==> src/design/tick_defines.svh <==
`ifndef TICK_DEFINES_SVH
`define TICK_DEFINES_SVH

// =====================================================================
// Register indices (byte address is four times the index)
`define PLL_MOD_CTRL_IDX   10'h03a
`define TICK_CTRL_IDX      10'h03b
`define CLK_CTRL_IDX       10'h040
`define TICK_STATUS_IDX    10'h041

// =====================================================================
// Field positions
`define FM_AMP_MSB         5
`define FM_AMP_LSB         4
`define TICK_DEC_BIT       7
`define TICK_PRE_MSB       6
`define TICK_PRE_LSB       4
`define TICK_MOD_MSB       3
`define TICK_MOD_LSB       0
`define CTL_WPROT_BIT      0
`define CTL_PLL_SOURCE_SELECT_BIT     1
`define CTL_PSTOP_BIT      2
`define CTL_TICKSEL_BIT    3
`define CTL_IRQEN_BIT      4
`define STS_FLAG_BIT       0
`define STS_LOCK_BIT       1
`define STS_OSCUP_BIT      2
`define STS_STATE_LSB      3

// =====================================================================
// Reset values
`define PLL_MOD_CTRL_RST   2'h0
`define TICK_CTRL_RST      8'h00
`define PLL_SOURCE_SELECT_RST         1'h1

// =====================================================================
// Prescale divisors and modulation rate
`define BIN_EXP_BASE       5'h09
`define DEC_DIV_0          18'h003e8
`define DEC_DIV_1          18'h007d0
`define DEC_DIV_2          18'h01388
`define DEC_DIV_3          18'h02710
`define DEC_DIV_4          18'h04e20
`define DEC_DIV_5          18'h0c350
`define DEC_DIV_6          18'h186a0
`define DEC_DIV_7          18'h30d40
`define FM_REF_DIV         16

`endif

==> src/design/tick_pkg.sv <==
`include "tick_defines.svh"

package tick_pkg;

  // Run state of the periodic tick
  typedef enum logic [1:0] {
    st_off,
    st_run,
    st_halt
  } tick_state_t;

  // Prescale divisor; zero means the tick is switched off
  function automatic logic [17:0] prescale_divisor(input logic       dec,
                                                   input logic [2:0] code);
    logic [17:0] div;
    div = 18'h00000;
    if (dec) begin
      case (code)
        3'h0:    div = `DEC_DIV_0;
        3'h1:    div = `DEC_DIV_1;
        3'h2:    div = `DEC_DIV_2;
        3'h3:    div = `DEC_DIV_3;
        3'h4:    div = `DEC_DIV_4;
        3'h5:    div = `DEC_DIV_5;
        3'h6:    div = `DEC_DIV_6;
        default: div = `DEC_DIV_7;
      endcase
    end else if (code != 3'h0) begin
      div = 18'h00001 << (5'(code) + `BIN_EXP_BASE);
    end
    return div;
  endfunction : prescale_divisor

endpackage : tick_pkg

==> src/design/tick_divider.sv <==
// =====================================================================
// Prescaler followed by modulus counter; one tick per prescale*(modulus+1)
module tick_divider #(
  parameter int DIV_W = 18,
  parameter int MOD_W = 4
) (
  input  wire logic             pclk,
  input  wire logic             presetn,
  input  wire logic             ce,
  input  wire logic             restart,
  input  wire logic             enable,
  input  wire logic             advance,
  input  wire logic [DIV_W-1:0] divisor,
  input  wire logic [MOD_W-1:0] modulus,
  output logic                  tick
);

  logic [DIV_W-1:0] pre_count;
  logic [MOD_W-1:0] mod_count;

  // Wrap points of both stages
  wire pre_wrap = (pre_count == (divisor - DIV_W'(1)));
  wire mod_wrap = (mod_count == modulus);

  // Counts only on source pulses; halted counts are kept, not cleared
  always_ff @(posedge pclk or negedge presetn) begin
    if (!presetn) begin
      pre_count <= '0;
      mod_count <= '0;
      tick      <= 1'b0;
    end else if (ce) begin
      tick <= 1'b0;
      if (restart || !enable) begin
        pre_count <= '0;
        mod_count <= '0;
      end else if (advance) begin
        if (pre_wrap) begin
          pre_count <= '0;
          if (mod_wrap) begin
            mod_count <= '0;
            tick      <= 1'b1;
          end else begin
            mod_count <= mod_count + MOD_W'(1);
          end
        end else begin
          pre_count <= pre_count + DIV_W'(1);
        end
      end
    end
  end

endmodule : tick_divider

==> src/design/fm_modulator.sv <==
`include "tick_defines.svh"

// =====================================================================
// Triangle sweep direction for the VCO; one sweep per REF_DIV ref pulses
module fm_modulator #(
  parameter int REF_DIV = `FM_REF_DIV
) (
  input  wire logic pclk,
  input  wire logic presetn,
  input  wire logic ce,
  input  wire logic enable,
  input  wire logic ref_tick,
  output logic      sweep_up
);

  localparam int CW = $clog2(REF_DIV);

  logic [CW-1:0] ref_count;

  // Direction flips at each half of the modulation period
  wire half_done = (ref_count == CW'(REF_DIV / 2 - 1));

  // Held at rest while modulation is off so it starts in a known phase
  always_ff @(posedge pclk or negedge presetn) begin
    if (!presetn) begin
      ref_count <= '0;
      sweep_up  <= 1'b0;
    end else if (ce) begin
      if (!enable) begin
        ref_count <= '0;
        sweep_up  <= 1'b0;
      end else if (ref_tick) begin
        if (half_done) begin
          ref_count <= '0;
          sweep_up  <= ~sweep_up;
        end else begin
          ref_count <= ref_count + CW'(1);
        end
      end
    end
  end

endmodule : fm_modulator

==> src/design/tick_fm_ctrl.sv <==
// What this block and its software do
// RQ1: PLL modulation writes need unprotected, PLL selected
// RQ2: Accepted modulation write clears lock, oscillator-up
// RQ3: Modulation rate is reference over sixteen
// RQ4: Amplitude field: off, 1, 2, 4 percent
// RQ5: Software avoids modulation with adaptive filter
// RQ6: Software keeps bus frequency under maximum
// RQ7: Tick source is RC or crystal
// RQ8: Stop halts tick unless pseudo stop, crystal
// RQ9: Every tick register write restarts period
// RQ10: Tick source change restarts period
// RQ11: Tick register always readable and writable
// RQ12: Bit seven picks binary or decimal prescale
// RQ13: Binary prescale is off or two^10..16
// RQ14: Modulus multiplies divisor by value plus one
// RQ15: Binary prescale zero disables tick; reset default
// RQ16: Decimal prescale one thousand to two hundred thousand
// RQ17: Interrupt when flag set and enabled
// RQ18: Oscillator loss returns tick to RC clock
// RQ19: Period end sets flag, next period starts
// RQ20: Halted tick keeps count, resumes afterwards
`include "tick_defines.svh"

module tick_fm_ctrl #(
  parameter int DIV_W   = 18,
  parameter int MOD_W   = 4,
  parameter int REF_DIV = `FM_REF_DIV
) (
  input  wire logic        pclk,
  input  wire logic        presetn,
  input  wire logic        ce,
  input  wire logic        psel,
  input  wire logic        penable,
  input  wire logic        pwrite,
  input  wire logic [11:0] paddr,
  input  wire logic [31:0] pwdata,
  input  wire logic [3:0]  pstrb,
  output logic      [31:0] prdata,
  output logic             pready,
  output logic             pslverr,
  input  wire logic        irc_tick,
  input  wire logic        osc_tick,
  input  wire logic        ref_tick,
  input  wire logic        stop_mode,
  input  wire logic        pll_lock_in,
  input  wire logic        osc_ok_in,
  output logic             tick_irq,
  output logic             tick_pulse,
  output logic      [1:0]  fm_amplitude,
  output logic             fm_sweep_up
);

  // ===================================================================
  // State
  logic [7:0]               tick_ctrl;
  logic                     write_protect_flag;
  logic                     pll_source_select;
  logic                     pseudo_stop_select;
  logic                     tick_clock_select;
  logic                     tick_irq_enable;
  logic                     tick_flag;
  logic                     pll_locked;
  logic                     osc_up_status;
  logic                     osc_ok_prev;
  logic                     lock_prev;
  tick_pkg::tick_state_t    tick_state;
  tick_pkg::tick_state_t    next_tick_state;

  // ===================================================================
  // APB decode
  wire [9:0] reg_idx     = paddr[11:2];
  wire       aligned     = (paddr[1:0] == 2'h0);
  wire       hit_pll     = aligned && (reg_idx == `PLL_MOD_CTRL_IDX);
  wire       hit_tick    = aligned && (reg_idx == `TICK_CTRL_IDX);
  wire       hit_ctl     = aligned && (reg_idx == `CLK_CTRL_IDX);
  wire       hit_sts     = aligned && (reg_idx == `TICK_STATUS_IDX);
  wire       mapped      = hit_pll | hit_tick | hit_ctl | hit_sts;
  wire       setup_phase = psel & ~penable;
  // Writes land only at the edge that completes the access phase
  wire       access_done = psel & penable & pready;
  wire       wr_done     = access_done & pwrite & pstrb[0];

  // Per-register write strobes
  wire pll_wr_ok = wr_done & hit_pll & ~write_protect_flag
                 & pll_source_select;                          // RQ1
  wire tick_wr   = wr_done & hit_tick;                          // RQ11
  wire ctl_wr    = wr_done & hit_ctl;
  wire sts_wr    = wr_done & hit_sts;

  // ===================================================================
  // Oscillator and lock status
  wire osc_rise  = osc_ok_in & ~osc_ok_prev;
  wire osc_fall  = ~osc_ok_in & osc_ok_prev;
  wire lock_rise = pll_lock_in & ~lock_prev;

  // A fresh rising edge wins over a clearing write in the same cycle
  wire next_osc_up = osc_rise
                   | (osc_up_status & ~osc_fall & ~pll_wr_ok);   // RQ2
  wire next_locked = lock_rise
                   | (pll_locked & pll_lock_in & ~pll_wr_ok);    // RQ2
  wire osc_lost    = osc_up_status & ~next_osc_up;

  // ===================================================================
  // Tick source select
  // The crystal can only be chosen while it is reported up
  wire sel_written = pwdata[`CTL_TICKSEL_BIT] & osc_up_status;
  wire next_tick_clock_select = osc_lost ? 1'b0 :                 // RQ18
                                ctl_wr   ? sel_written :
                                           tick_clock_select;
  wire sel_changed = (next_tick_clock_select != tick_clock_select);
  wire tick_restart = tick_wr | sel_changed;                     // RQ9 RQ10

  // ===================================================================
  // Tick rate decode
  wire             tick_dec   = tick_ctrl[`TICK_DEC_BIT];        // RQ12
  wire [2:0]       tick_pre   = tick_ctrl[`TICK_PRE_MSB:`TICK_PRE_LSB];
  wire [MOD_W-1:0] tick_mod   = tick_ctrl[`TICK_MOD_MSB:`TICK_MOD_LSB]; // RQ14
  wire [17:0]      pre_div    = tick_pkg::prescale_divisor(tick_dec,
                                                           tick_pre); // RQ13 RQ16
  wire             tick_off   = (pre_div == 18'h00000);          // RQ15
  // Only pseudo stop with the crystal keeps the source alive in stop
  wire             tick_run   = ~stop_mode
                              | (pseudo_stop_select & tick_clock_select); // RQ8
  wire             tick_src   = tick_clock_select ? osc_tick : irc_tick;  // RQ7
  wire             tick_adv   = tick_src & tick_run;             // RQ20

  // ===================================================================
  // Tick flag, cleared by writing one; a tick in that cycle wins
  wire flag_clear     = sts_wr & pwdata[`STS_FLAG_BIT];
  wire next_tick_flag = tick_pulse | (tick_flag & ~flag_clear);  // RQ19
  wire next_irq_en    = ctl_wr ? pwdata[`CTL_IRQEN_BIT] : tick_irq_enable;

  // Run state for software visibility
  always_comb begin
    if (tick_off) begin
      next_tick_state = tick_pkg::st_off;
    end else if (!tick_run) begin
      next_tick_state = tick_pkg::st_halt;
    end else begin
      next_tick_state = tick_pkg::st_run;
    end
  end

  // Encoding of the run state in the status word
  logic [1:0] state_code;
  always_comb begin
    case (tick_state)
      tick_pkg::st_off:  state_code = 2'h0;
      tick_pkg::st_run:  state_code = 2'h1;
      tick_pkg::st_halt: state_code = 2'h2;
      default:           state_code = 2'h3;
    endcase
  end

  // ===================================================================
  // Read words
  wire [31:0] pll_word  = {26'h0, fm_amplitude, 4'h0};
  wire [31:0] tick_word = {24'h0, tick_ctrl};
  logic [31:0] ctl_word;
  logic [31:0] sts_word;
  always_comb begin
    ctl_word                   = 32'h0;
    ctl_word[`CTL_WPROT_BIT]   = write_protect_flag;
    ctl_word[`CTL_PLL_SOURCE_SELECT_BIT]  = pll_source_select;
    ctl_word[`CTL_PSTOP_BIT]   = pseudo_stop_select;
    ctl_word[`CTL_TICKSEL_BIT] = tick_clock_select;
    ctl_word[`CTL_IRQEN_BIT]   = tick_irq_enable;
  end

  // Status word: flag, lock, oscillator, run state
  always_comb begin
    sts_word                                      = 32'h0;
    sts_word[`STS_FLAG_BIT]                       = tick_flag;
    sts_word[`STS_LOCK_BIT]                       = pll_locked;
    sts_word[`STS_OSCUP_BIT]                      = osc_up_status;
    sts_word[`STS_STATE_LSB+1:`STS_STATE_LSB]     = state_code;
  end

  // Reads are never gated; unmapped addresses read zero
  wire [31:0] read_word = hit_pll  ? pll_word  :
                          hit_tick ? tick_word :
                          hit_ctl  ? ctl_word  :
                          hit_sts  ? sts_word  : 32'h0;

  // ===================================================================
  // APB answer: one wait-free access phase, data from flip-flops
  always_ff @(posedge pclk or negedge presetn) begin
    if (!presetn) begin
      pready  <= 1'b0;
      pslverr <= 1'b0;
      prdata  <= 32'h0;
    end else if (ce) begin
      pready  <= setup_phase;
      pslverr <= setup_phase & ~mapped;
      if (setup_phase) begin
        prdata <= pwrite ? 32'h0 : read_word;
      end
    end
  end

  // ===================================================================
  // PLL modulation amplitude
  always_ff @(posedge pclk or negedge presetn) begin
    if (!presetn) begin
      fm_amplitude <= `PLL_MOD_CTRL_RST;
    end else if (ce && pll_wr_ok) begin
      fm_amplitude <= pwdata[`FM_AMP_MSB:`FM_AMP_LSB];            // RQ4
    end
  end

  // ===================================================================
  // Tick control register, open to every write
  always_ff @(posedge pclk or negedge presetn) begin
    if (!presetn) begin
      tick_ctrl <= `TICK_CTRL_RST;
    end else if (ce && tick_wr) begin
      tick_ctrl <= pwdata[7:0];                                  // RQ11
    end
  end

  // ===================================================================
  // Clock control bits
  always_ff @(posedge pclk or negedge presetn) begin
    if (!presetn) begin
      write_protect_flag <= 1'b0;
      pll_source_select  <= `PLL_SOURCE_SELECT_RST;
      pseudo_stop_select <= 1'b0;
      tick_irq_enable    <= 1'b0;
    end else if (ce && ctl_wr) begin
      write_protect_flag <= pwdata[`CTL_WPROT_BIT];
      pll_source_select  <= pwdata[`CTL_PLL_SOURCE_SELECT_BIT];
      pseudo_stop_select <= pwdata[`CTL_PSTOP_BIT];
      tick_irq_enable    <= pwdata[`CTL_IRQEN_BIT];
    end
  end

  // Source select is also cleared by hardware on oscillator loss
  always_ff @(posedge pclk or negedge presetn) begin
    if (!presetn) begin
      tick_clock_select <= 1'b0;
    end else if (ce) begin
      tick_clock_select <= next_tick_clock_select;               // RQ18
    end
  end

  // ===================================================================
  // Status, edge history and run state
  always_ff @(posedge pclk or negedge presetn) begin
    if (!presetn) begin
      osc_ok_prev   <= 1'b0;
      lock_prev     <= 1'b0;
      osc_up_status <= 1'b0;
      pll_locked    <= 1'b0;
      tick_flag     <= 1'b0;
      tick_state    <= tick_pkg::st_off;
    end else if (ce) begin
      osc_ok_prev   <= osc_ok_in;
      lock_prev     <= pll_lock_in;
      osc_up_status <= next_osc_up;
      pll_locked    <= next_locked;
      tick_flag     <= next_tick_flag;                           // RQ19
      tick_state    <= next_tick_state;
    end
  end

  // Interrupt rises in the same cycle as the flag, from the next flag and enable values
  always_ff @(posedge pclk or negedge presetn) begin
    if (!presetn) begin
      tick_irq <= 1'b0;
    end else if (ce) begin
      tick_irq <= next_tick_flag & next_irq_en;                   // RQ17
    end
  end

  // ===================================================================
  // Tick divider; restart clears both stages, a halt only freezes them
  tick_divider #(
    .DIV_W (DIV_W),
    .MOD_W (MOD_W)
  ) u_divider (
    .pclk    (pclk),
    .presetn (presetn),
    .ce      (ce),
    .restart (tick_restart),                                     // RQ9 RQ10
    .enable  (~tick_off),                                        // RQ15
    .advance (tick_adv),                                         // RQ8 RQ20
    .divisor (DIV_W'(pre_div)),
    .modulus (tick_mod),                                         // RQ14
    .tick    (tick_pulse)                                        // RQ19
  );

  // ===================================================================
  // VCO frequency modulation sweep, active for any nonzero amplitude
  fm_modulator #(
    .REF_DIV (REF_DIV)
  ) u_fm (
    .pclk     (pclk),
    .presetn  (presetn),
    .ce       (ce),
    .enable   (fm_amplitude != 2'h0),                            // RQ4
    .ref_tick (ref_tick),                                        // RQ3
    .sweep_up (fm_sweep_up)
  );

endmodule : tick_fm_ctrl

==> config.mk <==
export PLATFORM = sky130hd
export DESIGN_NAME = tick_fm_ctrl
export DESIGN_NICKNAME = d
export VERILOG_FILES = /design/src/design/tick_pkg.sv /design/src/design/tick_divider.sv /design/src/design/fm_modulator.sv /design/src/design/tick_fm_ctrl.sv
export VERILOG_INCLUDE_DIRS = /design/src /design/src/design
export SDC_FILE = /design/constraint.sdc
export NUM_CORES = 1
export LEC_CHECK = 0
export ABC_AREA = 0
export BUFFER_PORTS_ARGS = -buffer_cell sky130_fd_sc_hd__buf_4
export CAP_MARGIN = 15
export CORE_MARGIN = 10
export CORE_UTILIZATION = 56
export DETAILED_ROUTE_END_ITERATION = 8
export GPL_TIMING_DRIVEN = 1
export MAX_ROUTING_LAYER = met4
export PLACE_DENSITY = 0.93
export SLEW_MARGIN = 20
export SYNTH_ARGS = -nofsm -noshare
export SYNTH_HDL_FRONTEND = slang
export SYNTH_HIERARCHICAL = 1
export SYNTH_SLANG_ARGS = --single-unit
==> constraint.sdc <==
create_clock -name pclk -period 4.5 [get_ports pclk]
set_input_delay 0 -clock pclk [delete_from_list [all_inputs] [get_ports pclk]]
set_output_delay 0 -clock pclk [all_outputs]
set_load 0.005 [all_outputs]
After elaboration in Yosys (flattened, before gate mapping)
Cells that the tools add are included.

Add/sub/neg operators: 5. Equality and inequality tests: 18. Shifts and indexed selects: 1. Multiplexer cells: 32. Bitwise operators: 46. Reductions and logical operators: 21.

Operators with widths (count): one-hot mux 18 bit (7 select lines) (1); two-way mux 18 bit (5); two-way mux 4 bit (7); bitwise AND 1 bit (26); two-way mux 8 bit (3); equality test 10 x 6 -> 1 bit (second input constant) (2); equality test 10 x 7 -> 1 bit (second input constant) (2); adder 18 x 1 -> 18 bit (second input constant) (1); equality test 18 bit (1); zero test 18 bit (1); << shifter 1 x 5 -> 18 bit (first input constant) (1); subtractor 18 x 1 -> 18 bit (second input constant) (1); inverter 1 bit (12); two-way mux 1 bit (11); two-way mux 5 bit (2); equality test 3 bit (second input constant) (3); adder 4 x 1 -> 4 bit (second input constant) (2); bitwise OR 1 bit (8); logical AND 1 bit (7); equality test 3 x 2 -> 1 bit (second input constant) (2); one-hot mux 2 bit (3 select lines) (1); AND reduction 2 bit (3); AND reduction 3 bit (2); nonzero test 2 bit (3); 13 further kinds (16).

Bits in registers: 85. Output and inout bits: 39.

Logic depth before layout (Yosys ltp)
Depth in word-level cells: 18. Gate-level depth with buffers: 18.

By module
The synthesis kept the hierarchy.

By module, submodules not included: tick_fm_ctrl (instances 1, cells each 247, area each 2290.9 sq um, seq. area each 827.0 sq um); tick_divider (instances 1, cells each 235, area each 1961.9 sq um, seq. area each 575.6 sq um); fm_modulator (instances 1, cells each 33, area each 302.8 sq um, seq. area each 125.1 sq um).

Worst setup path after synthesis
OpenSTA, ideal clock, no wires.

Kind: reg-to-reg. From: register tick_ctrl[5]. To: register u_divider.pre_count[7]. Arrival: 3948 ps. Required time: 4381 ps. Slack: 433 ps. Cell stages (with the launch flop): 18. Buffers on the path: 2. Clock period less this slack: 4067 ps. Path through: dfrtp_1 -> clkbuf_1 -> and2_1 -> ha_1 -> nor2_1 -> nand2_1 -> nor3_1 -> inv_1 -> ha_1 -> nor2b_1 -> or3_1 -> a31o_2 -> a2111o_1 -> or3_4 -> o31a_4 -> nor2_8 -> buf_12 -> nor2_2.

Word-level cells in the longest chain between the ends: 9.

Ends and longest elaborated chain: start: declaration (RTL line tick_fm_ctrl.sv:55) `logic [7:0] tick_ctrl;`; start signal: assignment (RTL line tick_fm_ctrl.sv:215) `` tick_ctrl <= `TICK_CTRL_RST; ``; start signal: assignment (RTL line tick_fm_ctrl.sv:217) `tick_ctrl <= pwdata[7:0];`; adder 3 x 4 -> 5 bit (no line); << shifter 1 x 5 -> 18 bit (RTL line tick_pkg.sv:29) `` div = 18'h00001 << (5'(code) + `BIN_EXP_BASE); ``; two-way mux 18 bit (*) (RTL line tick_pkg.sv:28) `end else if (code != 3'h0) begin`; two-way mux 18 bit (*) (RTL line tick_pkg.sv:17) `if (dec) begin`; net pre_div[0] (RTL line tick_fm_ctrl.sv:118) `wire [17:0] pre_div = tick_pkg::prescale_divisor(tick_dec,`; subtractor 18 x 1 -> 18 bit (RTL line tick_divider.sv:22) `wire pre_wrap = (pre_count == (divisor - DIV_W'(1)));`; equality test 18 bit (RTL line tick_divider.sv:22); two-way mux 18 bit (RTL line tick_divider.sv:37) `if (pre_wrap) begin`; two-way mux 18 bit (RTL line tick_divider.sv:36) `end else if (advance) begin`; two-way mux 18 bit (RTL line tick_divider.sv:33) `if (restart || !enable) begin`; end signal: assignment (RTL line tick_divider.sv:46) `pre_count <= pre_count + DIV_W'(1);`; end: declaration (RTL line tick_divider.sv:18) `logic [DIV_W-1:0] pre_count;`.

Mark *: on every way through the listed nets, which the timed path passes. The rest lies on a longest branch. The select of a mux whose other input is x is not followed. A chain may end at the register's enable or synchronous reset.

Worst setup path after layout
From: register tick_ctrl[6]. To: register u_divider.pre_count[5].

The elaborated chain is that of the path after synthesis.

==> results_dict.tcl <==
set metrics [dict create \
    min-delay-start "ref_tick" \
    fin_crit_ps 4220 \
    maxSlewViolCount 0 \
    hold_viol 0 \
    io_buffers 47 \
    powerDensity_nw_per_um2 260 \
    grt_usage_pct 21.3 \
    final_common_cell "dfrtp_1" \
    drc_errors 0 \
    setup_tns_ps 0 \
    cpPeakStageDelay_ps 510 \
    cts_buffers 9 \
    coreArea_um2 7810 \
    htreeDepth 3 \
    r2r-start "tick_ctrl[6]" \
    ys_seq_elements 61 \
    irDropWorstVdd_mv 0.181 \
    status "complete, no violations" \
    fmax_mhz 237 \
    finalPower_mw 1.37 \
    dr.first_iter.drc_count 366 \
    hold_class "in2reg" \
    yosysSeqAreaShare_pct 33.5 \
    multi_input_area_um2 2810 \
    cts.sinks 61 \
    vias 4270 \
    timing.final.crit_share_pct 93.7 \
    dp_hpwl_um 8860 \
    yosysWarnings 6 \
    path_clk_slew_ps 70 \
    ios 99 \
    overflow 0 \
    cts_setup_buffers 0 \
    layout_common_cells "dfrtp_1 (60), nand2_1 (52), buf_4 (52), conb_1 (34), nor2_1 (28)" \
    synth_area_um2 4560 \
    synth-async-reset-ratio_pct 100 \
    cts_tree "done" \
    worstSetupPathType "reg2reg" \
    drtAntennaViolNets 0 \
    fp.dieArea_um2 12100 \
    worstPathMaxFanout 13 \
    path_buf_inv 2 \
    finalSetupViolations 0 \
    min_path_cells 4 \
    gp_congestion 0.939 \
    antennaDiodeCount 0 \
    grt_pass1_vias 4198 \
    p_leak_nw 2.43 \
    synthDistinctLibCells 76 \
    die_height_um 110 \
    worst-endpoint-required_ps 4730 \
    r2r-end "u_divider/pre_count[5]" \
    grt_max_degree 62 \
    startpoint_type "register" \
    grt_pass1_wl_um 20200 \
    syn_avg_cell_area_um2 8.85 \
    rows 32 \
    holdPathEnd "u_fm/ref_count[1]" \
    path_cells "inv_1 > ha_1 > nand2_1 > nor3_1 > inv_1 > ha_1 > nor2b_1 > or3_1 > a31o_2 > a2111o_1 > or3_4 > o31a_4 > nor2_8 > nor2_1" \
    placed_area_um2 4930 \
    routedWlPerCell_um 17.7 \
    viasPerCell 6.19 \
    slew_headroom_pct 48.9 \
    drive_above_1_share_pct 19.6 \
    n_fill_cell 578 \
    final_area_um2 5270 \
    synth-edff-count 0 \
    antenna_found_initial 0 \
    clk_path_buf_depth 2 \
    skew_ps 12.8 \
    worstMarginPinSlew_ps 767 \
    grt_setup_unrepaired "false" \
    root_buffer "clkbuf_8" \
    worst_r2r_path_depth 14 \
    synth_ff_type "dfrtp_1" \
    synth_cells 515 \
    seq_area_um2 1530 \
    final_util_pct 67.5 \
    dr.pass1.iters 5 \
    initial_core_util_pct 58.3 \
    die_w_um 110 \
    drv_cap 0 \
    cpMaxStageDelayCell "dfrtp_1" \
    insertion_delay_ps 360 \
    wirelength_um 12200 \
    cp_top_family "simple AND/OR/NAND/NOR gates" \
    regToRegSetupSlack_ps 280 \
    critPathCaptureType "register" \
    nets 651 \
    area_growth_pct 15.7 \
    worstPathArrival_ps 4450 \
]
flip-flops by register name (all words and copies together) (netlist names), 2 cells and up:
signal / cells
fm_amplitude: 2
prdata: 8
tick_ctrl: 8
tick_state: 2
u_divider/mod_count: 4
u_divider/pre_count: 18
u_fm/ref_count: 4
layer usage:
metal	up-vias	routed length (µm)	track usage, %
met5	-	0	-
met4	0	282	7.80
met3	34	1160	5.05
met2	225	5980	34.5
met1	2067	4800	25.3
li1	1944	-	-
what timing repair did:
action                                 in CTS  in global routing
resized for setup                           0                  2
hold buffers                               13                  0
setup endpoints to repair                   0                 14
endpoints found under the hold margin      82                  0
synthesized netlist by cell type, types with 4 or more instances:
| cell type | instances | area (µm²) |
|---|---|---|
| dfrtp_1 | 60 | 1500 |
| nand2_1 | 52 | 195 |
| nor2_1 | 28 | 105 |
| o21ai_0 | 28 | 140 |
| buf_4 | 24 | 180 |
| inv_1 | 22 | 82.6 |
| nand3_1 | 20 | 100 |
| xor2_1 | 20 | 175 |
| a21oi_1 | 17 | 85.1 |
| xnor2_1 | 14 | 123 |
| and3_1 | 12 | 75.1 |
| clkbuf_1 | 12 | 45.0 |
| nor3_1 | 11 | 55.1 |
| mux2_2 | 10 | 113 |
| nand2b_1 | 10 | 62.6 |
| nor2_2 | 10 | 62.6 |
| nor2b_1 | 9 | 56.3 |
| and2_1 | 8 | 50.1 |
| ha_1 | 8 | 100 |
| mux2i_1 | 8 | 80.1 |
| a31oi_1 | 7 | 43.8 |
| nand3b_1 | 7 | 52.6 |
| nor3b_1 | 7 | 52.6 |
| a32o_1 | 6 | 60.1 |
| nand4_1 | 6 | 37.5 |
| nor4_1 | 6 | 37.5 |
| o21ai_1 | 6 | 30.0 |
| a22o_1 | 5 | 43.8 |
| a21boi_0 | 4 | 30.0 |
| buf_2 | 4 | 20.0 |
| mux2_4 | 4 | 60.1 |
| nor4_2 | 4 | 50.1 |
| o211ai_1 | 4 | 30.0 |
| o31ai_1 | 4 | 30.0 |
kinds of logic after synthesis:
family                   count (synthesis)  synth area share, %
XOR/XNOR                                34                 6.54
buffers and inverters                   64                 7.72
multiplexers                            22                 5.55
flip-flops                              61                 33.5
adder cells (fa/ha/maj)                  9                 2.42
AND/OR/NAND/NOR                        212                 27.1
other                                    1               0.0823
AO/OA/AOI/OAI                          112                 17.1
final cells by class:
| type | count | share of cell area, % |
|---|---|---|
| multi-input cells | 423 | 53.2 |
| flip-flops and latches | 61 | 29.0 |
| repair buffers | 65 | 9.87 |
| well taps | 102 | 2.42 |
| clock buffers | 9 | 2.35 |
| inverters | 23 | 1.64 |
| clock inverters | 7 | 1.54 |
power by group:
group          switching (mW)  internal [mW]
logic                   0.119          0.102
registers              0.0521          0.580
clock network           0.256          0.263
total                   0.427          0.945
through the flow:
step / cells / hold WS, ps / worst slack (ps)
after global placement: 661 / 112 / 454
final: 690 / 17.3 / 282
after global routing: 690 / 50.1 / 97.4
after floorplan: 548 / -296 / 433
after CTS: 690 / 12.6 / 285
after detailed placement: 661 / 122 / 321
worst max-delay path by stage:
stage	from	to	slack (ps)	cells past startpoint
2_1_floorplan	tick_ctrl[5]	u_divider/pre_count[7]	430	17
6_report	tick_ctrl[6]	u_divider/pre_count[5]	280	14
3_5_place_dp	tick_ctrl[6]	u_divider/pre_count[5]	320	13
5_1_grt	tick_ctrl[6]	u_divider/pre_count[6]	100	15
4_1_cts	tick_ctrl[6]	u_divider/pre_count[5]	280	13
3_3_place_gp	tick_ctrl[6]	u_divider/pre_count[6]	450	13
tightest hold or removal path: cells and delay by family:
kind | cells | cell delay (ps)
AO/OA/AOI/OAI | 2 | 190
buffers and inverters | 1 | 100
AND/OR/NAND/NOR | 1 | 50
Note: power is estimated with default switching activity, not from simulation.
